==> config.mk <==
export PLATFORM = sky130hd
export DESIGN_NAME = rx_status_word
export DESIGN_NICKNAME = d
export VERILOG_FILES = /design/src/core/rx_status_pkg.sv /design/src/core/flag_if.sv /design/src/core/sticky_flag.sv /design/src/core/rx_status_word.sv
export SDC_FILE = /design/constraint.sdc
export NUM_CORES = 1
export LEC_CHECK = 0
export ABC_AREA = 1
export BUFFER_PORTS_ARGS = -buffer_cell sky130_fd_sc_hd__buf_4
export CORE_UTILIZATION = 30
export DETAILED_ROUTE_END_ITERATION = 8
export PLACE_DENSITY_LB_ADDON = 0.12
export SYNTH_ARGS = -nofsm -noshare
export SYNTH_HDL_FRONTEND = slang
export SYNTH_HIERARCHICAL = 1
export SYNTH_SLANG_ARGS = --single-unit
==> constraint.sdc <==
create_clock -name clk_in -period 4.4 [get_ports clk_in]
set_clock_uncertainty 0.2 [all_clocks]
set_input_delay 0.88 -clock clk_in [delete_from_list [all_inputs] [get_ports clk_in]]
set_output_delay 0.88 -clock clk_in [all_outputs]
set_load 0.01 [all_outputs]
==> src/core/rx_status_pkg.sv <==
// Constants, register map and types for the receive status block
package rx_status_pkg;
  localparam int unsigned CLK_HZ = 100_000_000;
  localparam int unsigned WATCHDOG_BYTES = 2048;
  localparam int unsigned RUNT_BYTES = 64;
  localparam int unsigned MAX_FRAME_BYTES = 1518;
  localparam int unsigned TYPE_THRESHOLD = 1500;
  localparam int unsigned TYPE_MIN_BYTES = 14;
  localparam int unsigned LEN_W = 14;
  localparam int unsigned DRIB_NIBBLE = 4;
  localparam int unsigned DRIB_10M = 3;
  // Status word field positions
  localparam int unsigned B_FILTER_FAIL = 30;
  localparam int unsigned B_LEN_HI = 29;
  localparam int unsigned B_LEN_LO = 16;
  localparam int unsigned B_ERR_SUM = 15;
  localparam int unsigned B_BCAST = 13;
  localparam int unsigned B_LEN_MISMATCH = 12;
  localparam int unsigned B_RUNT = 11;
  localparam int unsigned B_MCAST = 10;
  localparam int unsigned B_TOO_LONG = 7;
  localparam int unsigned B_LATE_COL = 6;
  localparam int unsigned B_FRAME_TYPE = 5;
  localparam int unsigned B_WATCHDOG = 4;
  localparam int unsigned B_MII_ERR = 3;
  localparam int unsigned B_DRIBBLE = 2;
  localparam int unsigned B_CRC_ERR = 1;
  // Register byte addresses on the word-aligned bus
  localparam logic [3:0] ADDR_MAC_CTRL = 4'h0;
  localparam logic [3:0] ADDR_RX_STAT = 4'h4;
  localparam logic [3:0] ADDR_LAST_WORD = 4'h8;
  localparam logic [3:0] ADDR_ERR_CLR = 4'hC;
  localparam int unsigned CTRL_RX_EN = 2;
  localparam int unsigned CTRL_PASS_BAD = 16;
  localparam int unsigned STAT_RX_ERR = 0;
  localparam int unsigned STAT_HALTED = 1;
  localparam int unsigned STAT_BUSY = 2;
  localparam logic [31:0] CTRL_RESET = 32'h0000_0000;
  localparam logic [31:0] CTRL_MASK = 32'h0001_0004;
  typedef enum logic [1:0] {
    RX_IDLE, RX_FRAME, RX_HALTED
  } rx_state_t;
endpackage : rx_status_pkg

==> src/core/flag_if.sv <==
// Event and flag group passed between the receive core and its flag latch
`timescale 1ns/1ps
interface flag_if;
  logic set;
  logic clear;
  logic flag;
  modport owner (input set, input clear, output flag);
  modport user (output set, output clear, input flag);
endinterface : flag_if

==> src/core/sticky_flag.sv <==
// Sticky flag whose set wins over a clear in the same cycle
`timescale 1ns/1ps
module sticky_flag (
  input wire logic clk_in,
  input wire logic rst_in,
  flag_if.owner port
);
  // Set has priority so a coincident event is never lost
  always_ff @(posedge clk_in) begin
    if (rst_in) begin
      port.flag <= 1'b0;
    end else if (port.set) begin
      port.flag <= 1'b1;
    end else if (port.clear) begin
      port.flag <= 1'b0;
    end
  end
endmodule : sticky_flag

==> src/core/rx_status_word.sv <==
// Receive status word builder, receiver stop control and error flag
//
// Implementation choices: register access over Avalon-MM and the register offsets.
`timescale 1ns/1ps
module rx_status_word (
  input wire logic clk_in,
  input wire logic rst_in,
  input wire logic [3:0] avs_address_in,
  input wire logic avs_read_in,
  input wire logic avs_write_in,
  input wire logic [31:0] avs_writedata_in,
  input wire logic [3:0] avs_byteenable_in,
  output logic [31:0] avs_readdata_out,
  output logic avs_waitrequest_out,
  input wire logic soft_reset_in,
  input wire logic frame_start_in,
  input wire logic byte_valid_in,
  input wire logic frame_end_in,
  input wire logic rx_er_in,
  input wire logic collision_in,
  input wire logic crc_bad_in,
  input wire logic filter_fail_in,
  input wire logic bcast_in,
  input wire logic mcast_in,
  input wire logic [15:0] len_type_in,
  input wire logic [2:0] extra_bits_in,
  input wire logic nibble_mode_in,
  input wire logic data_underrun_in,
  input wire logic status_underrun_in,
  input wire logic status_fifo_full_in,
  output logic [31:0] status_word_out,
  output logic status_push_out,
  output logic frame_drop_out,
  output logic receive_enable_out,
  output logic receiver_halted_event_out,
  output logic receiver_error_flag_out
);
  import rx_status_pkg::*;

  localparam logic [LEN_W-1:0] RUNT_LIM = LEN_W'(RUNT_BYTES);
  localparam logic [LEN_W-1:0] LONG_LIM = LEN_W'(MAX_FRAME_BYTES);
  localparam logic [LEN_W-1:0] WDOG_LIM = LEN_W'(WATCHDOG_BYTES);
  localparam logic [LEN_W-1:0] TYPE_MIN = LEN_W'(TYPE_MIN_BYTES);
  localparam logic [LEN_W-1:0] LEN_MAX = {LEN_W{1'b1}};
  localparam logic [15:0] TYPE_LIM = 16'(TYPE_THRESHOLD);
  localparam logic [2:0] DRIB_NIB = 3'(DRIB_NIBBLE);
  localparam logic [2:0] DRIB_TEN = 3'(DRIB_10M);

  rx_state_t state;
  logic [31:0] mac_control_reg;
  logic [LEN_W-1:0] byte_count;
  logic saw_rx_er;
  logic saw_late_col;
  logic [31:0] next_word;
  logic wdog_hit;
  logic runt;
  logic too_long;
  logic late_col;
  logic crc_err;
  logic frame_type;
  logic length_mismatch;
  logic dribble;
  logic error_summary;
  logic [LEN_W-1:0] final_len;
  logic rd_pending;
  logic wr_err_clr;
  flag_if err_flag ();

  assign receive_enable_out = mac_control_reg[CTRL_RX_EN];

  // Single-cycle wait state on reads keeps read data registered
  assign avs_waitrequest_out = avs_read_in & ~rd_pending;
  assign wr_err_clr = avs_write_in & (avs_address_in == ADDR_ERR_CLR)
                      & avs_byteenable_in[0] & avs_writedata_in[STAT_RX_ERR];

  // Control register: only enable and pass-bad bits are storable
  always_ff @(posedge clk_in) begin
    if (rst_in | soft_reset_in) begin
      mac_control_reg <= CTRL_RESET;
    end else if (avs_write_in & (avs_address_in == ADDR_MAC_CTRL)) begin
      for (int i = 0; i < 4; i++) begin
        if (avs_byteenable_in[i]) begin
          mac_control_reg[i*8 +: 8] <=
            avs_writedata_in[i*8 +: 8] & CTRL_MASK[i*8 +: 8];
        end
      end
    end
  end

  // Read path; unmapped addresses answer zero
  always_ff @(posedge clk_in) begin
    if (rst_in) begin
      rd_pending <= 1'b0;
      avs_readdata_out <= 32'h0000_0000;
    end else begin
      rd_pending <= avs_read_in & ~rd_pending;
      if (avs_read_in & ~rd_pending) begin
        case (avs_address_in)
          ADDR_MAC_CTRL: avs_readdata_out <= mac_control_reg;
          ADDR_RX_STAT: begin
            avs_readdata_out <= 32'h0000_0000;
            avs_readdata_out[STAT_RX_ERR] <= err_flag.flag;
            avs_readdata_out[STAT_HALTED] <= (state == RX_HALTED);
            avs_readdata_out[STAT_BUSY] <= (state == RX_FRAME);
          end
          ADDR_LAST_WORD: avs_readdata_out <= status_word_out;
          default: avs_readdata_out <= 32'h0000_0000;
        endcase
      end
    end
  end

  // Receive state: a frame in flight finishes before the halt
  always_ff @(posedge clk_in) begin
    if (rst_in | soft_reset_in) begin
      state <= RX_HALTED;
    end else begin
      case (state)
        RX_IDLE: begin
          if (!receive_enable_out) begin
            state <= RX_HALTED;
          end else if (frame_start_in) begin
            state <= RX_FRAME;
          end
        end
        RX_FRAME: begin
          if (frame_end_in) begin
            state <= receive_enable_out ? RX_IDLE : RX_HALTED;
          end
        end
        RX_HALTED: begin
          if (receive_enable_out) begin
            state <= RX_IDLE;
          end
        end
        default: state <= RX_HALTED;
      endcase
    end
  end

  always_ff @(posedge clk_in) begin
    if (rst_in | soft_reset_in) begin
      receiver_halted_event_out <= 1'b0;
    end else begin
      receiver_halted_event_out <= (state != RX_HALTED) & !receive_enable_out
        & ((state == RX_IDLE) | ((state == RX_FRAME) & frame_end_in));
    end
  end

  // count full frame, saturating rather than truncating reception
  always_ff @(posedge clk_in) begin
    if (rst_in | (frame_start_in & (state == RX_IDLE))) begin
      byte_count <= '0;
    end else if ((state == RX_FRAME) & byte_valid_in & byte_count != LEN_MAX)
    begin
      byte_count <= byte_count + LEN_W'(1);
    end
  end

  // receive error seen anywhere in the frame, also late collision
  always_ff @(posedge clk_in) begin
    if (rst_in | (frame_start_in & (state == RX_IDLE))) begin
      saw_rx_er <= 1'b0;
      saw_late_col <= 1'b0;
    end else if (state == RX_FRAME) begin
      if (rx_er_in) begin
        saw_rx_er <= 1'b1;
      end
      if (collision_in & (byte_count >= RUNT_LIM)) begin
        saw_late_col <= 1'b1;
      end
    end
  end

  // Final flags include the byte arriving with the end strobe
  always_comb begin
    final_len = byte_count;
    if (byte_valid_in & byte_count != LEN_MAX) begin
      final_len = byte_count + LEN_W'(1);
    end
    late_col = saw_late_col | (collision_in & (byte_count >= RUNT_LIM));
    runt = final_len < RUNT_LIM;
    too_long = final_len > LONG_LIM;
    wdog_hit = final_len > WDOG_LIM;
    crc_err = crc_bad_in | saw_rx_er | rx_er_in;
    // type frame, not for tiny runts
    frame_type = (len_type_in > TYPE_LIM) & (final_len >= TYPE_MIN);
    length_mismatch = (len_type_in <= TYPE_LIM) & (final_len >= TYPE_MIN)
                      & (16'(final_len) != len_type_in);
    dribble = !late_col & (nibble_mode_in ? (extra_bits_in == DRIB_NIB)
                                          : (extra_bits_in >= DRIB_TEN));
    // summary of the four error bits
    error_summary = runt | too_long | late_col | crc_err;
    next_word = 32'h0000_0000;
    next_word[B_FILTER_FAIL] = filter_fail_in;
    next_word[B_LEN_HI:B_LEN_LO] = final_len;
    next_word[B_ERR_SUM] = error_summary;
    next_word[B_BCAST] = bcast_in;
    next_word[B_LEN_MISMATCH] = length_mismatch;
    next_word[B_RUNT] = runt;
    next_word[B_MCAST] = mcast_in;
    next_word[B_TOO_LONG] = too_long;
    next_word[B_LATE_COL] = late_col;
    next_word[B_FRAME_TYPE] = frame_type;
    next_word[B_WATCHDOG] = wdog_hit;
    next_word[B_MII_ERR] = saw_rx_er | rx_er_in;
    next_word[B_DRIBBLE] = dribble;
    next_word[B_CRC_ERR] = crc_err;
  end

  // latch whole word, push after last data byte, or drop it instead for a runt while pass-bad is clear
  always_ff @(posedge clk_in) begin
    if (rst_in) begin
      status_word_out <= 32'h0000_0000;
      status_push_out <= 1'b0;
      frame_drop_out <= 1'b0;
    end else begin
      status_push_out <= 1'b0;
      frame_drop_out <= 1'b0;
      if ((state == RX_FRAME) & frame_end_in) begin
        status_word_out <= next_word;
        if (runt & !mac_control_reg[CTRL_PASS_BAD]) begin
          frame_drop_out <= 1'b1;
        end else begin
          status_push_out <= 1'b1;
        end
      end
    end
  end

  // underrun or status overrun raises the error flag
  assign err_flag.set = data_underrun_in | status_underrun_in
    | (status_fifo_full_in & status_push_out);
  // only reset, soft reset or software write clears it
  assign err_flag.clear = soft_reset_in | wr_err_clr;
  assign receiver_error_flag_out = err_flag.flag;

  sticky_flag u_err_flag (
    .clk_in(clk_in),
    .rst_in(rst_in),
    .port(err_flag)
  );
endmodule : rx_status_word

Yosys cells after proc, flatten, opt, wreduce, memory -nomap -nowiden
Index checks and enable logic that the tools add are counted.

word-level totals
  flip-flop bits (word level) = 84

cells by class
  add/sub/neg operators = 1
  magnitude comparators = 8
  multiplexer cells = 13
  reduce and logical (&&, ||, !) cells = 12
  bitwise operators = 34
  eq/ne operators = 12

operator list
  kind                                                                                   number
  31-bit one-hot mux with 3 select lines                                                 1
  1-bit bitwise AND                                                                      19
  16-bit by 11-bit > comparator with 1-bit output (second input constant)                1
  16-bit by 11-bit less-or-equal comparator with 1-bit output (second input constant)    1
  14-bit by 16-bit != test with 1-bit output                                             1
  14-bit by 1-bit adder with 14-bit output (second input constant)                       1
  14-bit by 4-bit greater-or-equal comparator with 1-bit output (second input constant)  1
  14-bit by 7-bit greater-or-equal comparator with 1-bit output (second input constant)  1
  14-bit by 11-bit > comparator with 1-bit output (second input constant)                1
  14-bit by 12-bit > comparator with 1-bit output (second input constant)                1
  14-bit by 7-bit less-than comparator with 1-bit output (second input constant)         1
  14-bit two-way mux                                                                     1
  14-bit != test (second input constant)                                                 1
  1-bit bitwise OR                                                                       13
  2-bit two-way mux                                                                      5
  4-bit == test (second input constant)                                                  2
  2-bit AND reduction                                                                    4
  2-bit != test (second input constant)                                                  3
  2-bit one-hot mux with 3 select lines                                                  1
  1-bit two-way mux                                                                      5
  4-bit by 3-bit == test with 1-bit output (second input constant)                       1
  4-bit logical NOT                                                                      1
  3-bit == test (second input constant)                                                  1
  3-bit by 2-bit greater-or-equal comparator with 1-bit output (second input constant)   1
  9 further kinds                                                                        12

Depth between registers and ports, before layout
Gate-level depths: netlist of run 1.

  depth after elaboration = 7
  mapped depth = 18
  depth with buffers taken out = 17

By module
Netlist of run 1, hierarchy kept.

modules (own cells, without submodules)
  module          area an instance (sq um)  cells each  sequential area each (sq um)  instances
  rx_status_word  4,274.1                   651         1,581.5                       1
  sticky_flag     40.0                      5           20.0                          1

Worst setup path after synthesis of run 1
No wires, ideal clock.

  path kind = input port to output port
  from = input avs_read_in
  to = output avs_waitrequest_out
  data required time = 3.320 ns
  path buffers = 1
  arrival time = 1.548 ns
  cell stages on the path = 3
  setup slack = 1.772 ns
  path through = inv_1 > nor2_1 > clkbuf_1

on the way
  cells in the longest elaborated chain, start to end = 1

ends and longest elaborated chain
  item               line                  RTL
  from (decl)        rx_status_word.sv:9   input wire logic avs_read_in,
  1-bit bitwise AND  rx_status_word.sv:72  assign avs_waitrequest_out = avs_read_in & ~rd_pending;
  to (decl)          rx_status_word.sv:14  output logic avs_waitrequest_out,

No other way between the ends.

Worst setup path after layout of run 1
Ends and elaborated chain as after synthesis.

==> insert_results.sql, run 1 <==
INSERT INTO impl_metrics (metric_group, metric, value, unit) VALUES
('outcome', 'outcome', 'finished, final reports clean', ''),
('sta', 'postLayoutSetupSlackWorst', '1.63', 'ns'),
('min_path', 'timing.hold.worst_path_depth', '2', ''),
('min_path', 'hold_end', 'saw_rx_er$_SDFFE_PP0P_', ''),
('synth', 'postSynthAreaPerCell', '6.58', 'sq um'),
('synth', 'flops_latches_synth', '80', ''),
('floorplanning', 'core_area', '13900', 'sq um'),
('layout', 'final_nets', '832', ''),
('global_route', 'first_global_vias', '4100', ''),
('layout', 'layout.cells.most_common', 'sky130_fd_sc_hd__nand2_1', ''),
('sta', 'period_minus_slack', '2.77', 'ns'),
('clock_network', 'cts_htree_levels', '3', ''),
('global_route', 'antenna_violations_before_repair', '0', ''),
('min_path', 'hp-start', 'saw_rx_er$_SDFFE_PP0P_', ''),
('layout', 'largest_register_ff_count', '28', ''),
('power_and_ir_drop', 'power.share.clock', '0.480', ''),
('global_route', 'grt_start_max_net_pins', '56', ''),
('critical_path', 'cp-start-kind', 'input port', ''),
('floorplanning', 'die_area', '14900', 'sq um'),
('critical_path', 'launch_instance_of_the_worst_register_to_register_path', 'byte_count[0]$_SDFFE_PP0P_', ''),
('critical_path', 'worst-setup-path-type', 'input port to output pin', ''),
('clock_network', 'clkTransAtPathRegs', '0.06', 'ns'),
('sta', 'achievable-frequency', '361', 'MHz'),
('synth', 'synth_cells', '656', ''),
('layout', 'biggest_registers_after_layout', 'avs_readdata_out: 28 flops, status_word_out: 27 flops, byte_count: 14 flops', ''),
('clock_network', 'cts_repair_resize_count', '0', ''),
('clock_network', 'tritoncts_num_sinks', '80', ''),
('layout', 'layout_common_cells', '173 x sky130_fd_sc_hd__nand2_1, 112 x sky130_fd_sc_hd__buf_4, 80 x sky130_fd_sc_hd__dfxtp_1, 78 x sky130_fd_sc_hd__inv_1, 62 x sky130_fd_sc_hd__o21ai_0', ''),
('layout', 'area_growth', '29.1', '%'),
('critical_path', 'critical_path_required', '3.32', 'ns'),
('min_path', 'min_path_type', 'flip-flop to flip-flop', ''),
('clock_network', 'worstSkewPairLatency', '0.34', 'ns'),
('critical_path', 'rr_endpoint', 'status_word_out[15]$_SDFFE_PP0P_', ''),
('sta', 'final.period_utilization', '0.629', ''),
('synth', 'synth_area', '4310', 'sq um'),
('place', 'place_congestion', '0.870', ''),
('place', 'placed_cells', '922', ''),
('synth', 'synth_cell_types', '39', ''),
('sta', 'setup_violations', '0', ''),
('clock_network', 'cts.repair_timing.setup_buffer_count', '0', ''),
('power_and_ir_drop', 'sw_frac_of_total', '0.244', ''),
('sta', 'tns', '0', 'ns'),
('power_and_ir_drop', 'totalPowerFinal', '0.00174', 'W'),
('synth', 'synth_flop_cell', 'sky130_fd_sc_hd__dfxtp_1', ''),
('floorplanning', 'ios', '147', ''),
('clock_network', 'cts_root_buffer', 'sky130_fd_sc_hd__clkbuf_16', ''),
('layout', 'registers.top_by_ff_count', 'avs_readdata_out', ''),
('global_route', 'global_route.overflow_total', '0', ''),
('power_and_ir_drop', 'p_comb_frac', '0.089', ''),
('routing', 'route.detailed.vias_per_inst', '4.82', ''),
('floorplanning', 'die-width', '122', 'um'),
('power_and_ir_drop', 'power-per-cell-area', '312', 'nW/um^2'),
('critical_path', 'crit_path_max_fanout', '55', ''),
('layout', 'final_core_util', '0.400', ''),
('place', 'place.port_buffers', '106', ''),
('synth', 'async_flop_share', '0', ''),
('power_and_ir_drop', 'peakVddDrop', '0.194', 'mV'),
('routing', 'drt_pass1_iterations', '4', ''),
('floorplanning', 'core.rowCount', '43', ''),
('routing', 'drt_iter0_drc', '273', ''),
('place', 'placement.setup.worst_slack', '1.42', 'ns'),
('synth', 'synth_sequential_area_ratio', '0.371', ''),
('sta', 'slew_violations', '0', ''),
('floorplanning', 'initial_utilization', '0.310', ''),
('critical_path', 'arrival_time_at_the_worst_endpoint', '1.69', 'ns'),
('routing', 'final_antenna_net_count', '0', ''),
('clock_network', 'cts_buffers', '9', ''),
('power_and_ir_drop', 'switching_power', '0.000423', 'W'),
('routing', 'overall_via_count_from_detail_route', '4518', ''),
('critical_path', 'rrSetupSlack', '1.69', 'ns'),
('synth', 'number_of_enable_flip_flop_cells_after_synthesis', '0', '');
cells in the mapped netlist (all sizes together) (8+ instances only):
master | n | area share
nand2 | 182 | 0.17
inv | 82 | 0.072
dfxtp | 80 | 0.37
o21ai | 62 | 0.072
a21oi | 56 | 0.068
nor2 | 56 | 0.058
nand3 | 45 | 0.053
clkbuf | 18 | 0.016
buf | 16 | 0.027
nand4 | 11 | 0.016
nor3 | 9 | 0.012
o21bai | 8 | 0.014
metal layers:
layer  vias up  global-route usage  wire length [um]
met2       126               0.295              6130
li1       2308                   -                 -
met1      2077               0.241              6240
met3         7              0.0365               761
met5         -                   0                 0
met4         0              0.0525               138
cells by family after synthesis:
| family | Yosys count | share of synthesized area |
|---|---|---|
| AO/OA/AOI/OAI | 145 | 0.187 |
| XOR/XNOR | 1 | 0.00203 |
| adder cells (fa/ha/maj) | 2 | 0.00580 |
| buffers and inverters | 117 | 0.116 |
| flip-flops | 80 | 0.371 |
| other | 1 | 0.000869 |
| AND/OR/NAND/NOR | 310 | 0.318 |
how the worst max path moves through the flow:
stage	end	slack, ns	cells after the start
after floorplan	avs_waitrequest_out	1.77	3
after global routing	status_word_out[15]$_SDFFE_PP0P_	1.40	15
after CTS	avs_waitrequest_out	1.62	5
after detailed placement	status_word_out[15]$_SDFFE_PP0P_	1.42	12
final	avs_waitrequest_out	1.63	5
after global placement	status_word_out[15]$_SDFFE_PP0P_	1.46	12
area by class of cell:
class	instances	area, sq um
multi-input cells	467	2260
inverters	83	314
fillers	1477	8370
well taps	180	225
repair buffers	112	841
flip-flops and latches	80	1600
clock inverters	7	104
clock buffers	9	225
power groups by stage:
stage               Clock [W]  Sequential (W)  Combinational (W)
finish               0.000834        0.000748           0.000154
global placement            0        0.000764           0.000153
detailed placement          0        0.000764           0.000154
CTS                  0.000858        0.000748           0.000155
global route         0.000883        0.000749           0.000171
floorplan                   0        0.000770          0.0000762
worst max-delay path: stages:
cell	delay, ns
sky130_fd_sc_hd__buf_4	0.08
sky130_fd_sc_hd__inv_1	0.05
sky130_fd_sc_hd__nor2_4	0.07
sky130_fd_sc_hd__buf_4	0.40
sky130_fd_sc_hd__buf_4	0.21
metrics by stage:
step	instance area (sq um)	hold WS, ns
floorplan	4340	0.225
global placement	5240	0.237
detailed placement	5240	0.248
CTS	5570	0.258
global route	5570	0.268
finish	5570	0.252
(Power assumes the default switching activity.)
==> run 2: changes to the inputs <==
Clock period 4.4 ns to 2.2 ns, I/O delays scaled along.
==> run 2 against run 1 <==
Effect of this change: the flow now finishes with violations (negative setup slack); final cell count is 7.1% higher; setup slack got worse by 1.6 ns; first-iteration DRC count decreased by 17%; wire length rose by 4.4%; core utilization grew 5.1 points; via count up 4.4%; power up 93%; critical path type is now flip-flop to flip-flop; largest cell class unchanged.
==> insert_results.sql, run 2 (synthesis gave the netlist of run 1 again) <==
INSERT INTO impl_metrics (metric_group, metric, value, unit) VALUES
('outcome', 'outcome', 'complete, but fails checks', ''),
('outcome', 'violations', 'negative setup slack', ''),
('floorplanning', 'ios', '147', ''),
('power_and_ir_drop', 'sw_frac_of_total', '0.247', ''),
('routing', 'drc', '0', ''),
('routing', 'detailroute.wirelength.met2', '6480', 'um'),
('layout', 'largest_register_ff_count', '28', ''),
('critical_path', 'worst-setup-path-type', 'flip-flop to flip-flop', ''),
('critical_path', 'critical_path_required', '2.23', 'ns'),
('sta', 'final.period_utilization', '1.00', ''),
('place', 'place.port_buffers', '106', ''),
('clock_network', 'cts_buffers', '9', ''),
('power_and_ir_drop', 'power-per-cell-area', '533', 'nW/um^2'),
('clock_network', 'clkTransAtPathRegs', '0.06', 'ns'),
('critical_path', 'crit_path_max_fanout', '14', ''),
('routing', 'routed_wirelength', '13900', 'um'),
('routing', 'route.detailed.vias_per_inst', '4.69', ''),
('sta', 'postLayoutSetupSlackWorst', '-0.00450', 'ns'),
('global_route', 'first_global_vias', '4601', ''),
('sta', 'tns', '-0.00450', 'ns'),
('sta', 'period_minus_slack', '2.20', 'ns'),
('routing', 'final_antenna_net_count', '0', ''),
('layout', 'final_nets', '899', ''),
('clock_network', 'cts_htree_levels', '3', ''),
('clock_network', 'tritoncts', 'yes', ''),
('sta', 'worst_hold_margin', '0.120', 'ns'),
('sta', 'timing_hold_violations_final', '0', ''),
('power_and_ir_drop', 'power.share.clock', '0.452', ''),
('place', 'place_congestion', '0.894', ''),
('layout', 'registers.top_by_ff_count', 'avs_readdata_out', ''),
('global_route', 'global_route.overflow_total', '0', ''),
('place', 'placement.setup.worst_slack', '-0.128', 'ns'),
('critical_path', 'worst_setup_path_end_kind', 'flip-flop', ''),
('routing', 'drt_pass1_iterations', '6', ''),
('floorplanning', 'die-width', '122', 'um'),
('clock_network', 'worstSkewPairLatency', '0.34', 'ns'),
('routing', 'top_layer', 'met4', ''),
('critical_path', 'cp-start-kind', 'flip-flop', ''),
('floorplanning', 'core.rowCount', '43', ''),
('clock_network', 'cts_root_buffer', 'sky130_fd_sc_hd__clkbuf_16', ''),
('critical_path', 'arrival_time_at_the_worst_endpoint', '2.24', 'ns'),
('routing', 'overall_via_count_from_detail_route', '4718', ''),
('power_and_ir_drop', 'leakagePower', '2.97', 'nW'),
('layout', 'layout_common_cells', '173 x sky130_fd_sc_hd__buf_4, 148 x sky130_fd_sc_hd__nand2_1, 77 x sky130_fd_sc_hd__inv_1, 74 x sky130_fd_sc_hd__dfxtp_1, 60 x sky130_fd_sc_hd__o21ai_0', ''),
('global_route', 'groute.usage.overall', '0.193', ''),
('min_path', 'min_path_type', 'input port to flip-flop', ''),
('routing', 'm1WireLength', '6440', 'um'),
('floorplanning', 'die_area', '14900', 'sq um'),
('power_and_ir_drop', 'p_comb_frac', '0.102', ''),
('power_and_ir_drop', 'power_frac_seq', '0.447', ''),
('floorplanning', 'initial_utilization', '0.310', ''),
('power_and_ir_drop', 'peakVddDrop', '0.332', 'mV'),
('layout', 'area_growth', '45.7', '%'),
('global_route', 'grt_first_pass_wirelength', '22200', 'um'),
('flow_run', 'drv.max_cap_violation_count', '0', ''),
('sta', 'rsz0062_at_grt', 'yes', ''),
('floorplanning', 'core_area', '13900', 'sq um'),
('place', 'place_hpwl', '10400', 'um'),
('sta', 'setup_violations', '1', ''),
('routing', 'route.met3.wl', '799', 'um'),
('floorplanning', 'die_h', '122', 'um'),
('power_and_ir_drop', 'switching_power', '0.000827', 'W'),
('layout', 'fillerInstances', '1440', ''),
('clock_network', 'cts_hold_buf', '0', ''),
('global_route', 'antenna_violations_before_repair', '0', ''),
('sta', 'slew_violations', '0', ''),
('layout', 'biggest_registers_after_layout', 'avs_readdata_out: 28 flops, status_word_out: 27 flops, byte_count: 14 flops', ''),
('layout', 'proportion_of_layout_cells_with_a_drive_suffix_above_1', '0.335', ''),
('power_and_ir_drop', 'cell_internal_pwr', '0.00252', 'W'),
('clock_network', 'tritoncts_num_sinks', '80', ''),
('clock_network', 'cts.path.max_buffers', '2', ''),
('sta', 'achievable-frequency', '454', 'MHz'),
('routing', 'wl_per_cell', '13.8', 'um'),
('routing', 'drt_iter0_drc', '227', ''),
('layout', 'layout.cells.most_common', 'sky130_fd_sc_hd__buf_4', ''),
('layout', 'n_antenna_cell', '0', ''),
('global_route', 'grt_start_max_net_pins', '48', '');
[run 2: cell count changes in the layout (fill, tap and decap cells not counted), moves of 10 or more]
cell | before | now
sky130_fd_sc_hd__nand2_1 | 173 | 148
sky130_fd_sc_hd__nand2_2 | 6 | 29
sky130_fd_sc_hd__buf_4 | 112 | 173
sky130_fd_sc_hd__nor2_1 | 46 | 36
[run 2: final timing paths]
check                        startpoint                                to  slack, ns  cells after the start
max          byte_count[7]$_SDFFE_PP0P_   status_word_out[5]$_SDFFE_PP0P_     -0.005                     14
min                            mcast_in  status_word_out[10]$_SDFFE_PP0P_       0.12                      3
max reg2reg  byte_count[7]$_SDFFE_PP0P_   status_word_out[5]$_SDFFE_PP0P_     -0.005                     14
min reg2reg      saw_rx_er$_SDFFE_PP0P_            saw_rx_er$_SDFFE_PP0P_       0.25                      2
[run 2: final cells by class]
class	count	area, sq um	area share
multi-input cells	468	2460	0.392
flip-flops and latches	80	1610	0.256
repair buffers	178	1380	0.219
inverters	83	315	0.0502
clock buffers	10	229	0.0364
well taps	180	225	0.0358
clock inverters	6	67.6	0.0108
[run 2: critical path: stages, from the launching register on]
cell and delay (ns):
sky130_fd_sc_hd__dfxtp_2 0.38, sky130_fd_sc_hd__nand2_1 0.13, sky130_fd_sc_hd__nor2_4 0.17, sky130_fd_sc_hd__nand2_4 0.09, sky130_fd_sc_hd__nor2_4 0.10, sky130_fd_sc_hd__nor2_2 0.05, sky130_fd_sc_hd__buf_12 0.15, sky130_fd_sc_hd__nand2_1 0.09
sky130_fd_sc_hd__nand2_2 0.08, sky130_fd_sc_hd__nor2_2 0.11, sky130_fd_sc_hd__nand2_2 0.07, sky130_fd_sc_hd__nor2_4 0.25, sky130_fd_sc_hd__a21oi_2 0.09, sky130_fd_sc_hd__nand2_1 0.09, sky130_fd_sc_hd__a21oi_2 0.05
[run 2: stage by stage]
step	cells	util	power, W	cell area [sq um]
floorplan	664	-	0.00169	4340
global placement	985	0.412	0.00185	5740
detailed placement	985	0.412	0.00186	5740
CTS	1004	0.445	0.00339	6200
global route	1005	0.451	0.00349	6280
finish	1005	0.451	0.00335	6280
[run 2: what timing repair did]
action	in CTS	in global routing
gates cloned	1	0
endpoints found under the setup margin	8	11
endpoints found under the hold margin	0	0
gates resized for setup	43	27
setup buffers	2	1
pin swaps	23	16
[run 2: power by group through the flow]
stage | logic [W] | registers, W | clock network, W
2_1_floorplan | 0.000152 | 0.00154 | 0
3_3_place_gp | 0.000325 | 0.00153 | 0
3_5_place_dp | 0.000329 | 0.00153 | 0
4_1_cts | 0.000338 | 0.00150 | 0.00155
5_1_grt | 0.000376 | 0.00150 | 0.00161
6_report | 0.000341 | 0.00150 | 0.00151
[run 2: routing by layer]
layer / vias to the layer above / GRT usage
met5: - / 0
met4: 0 / 0.0486
met3: 10 / 0.0459
met2: 122 / 0.326
met1: 2140 / 0.245
li1: 2446 / -
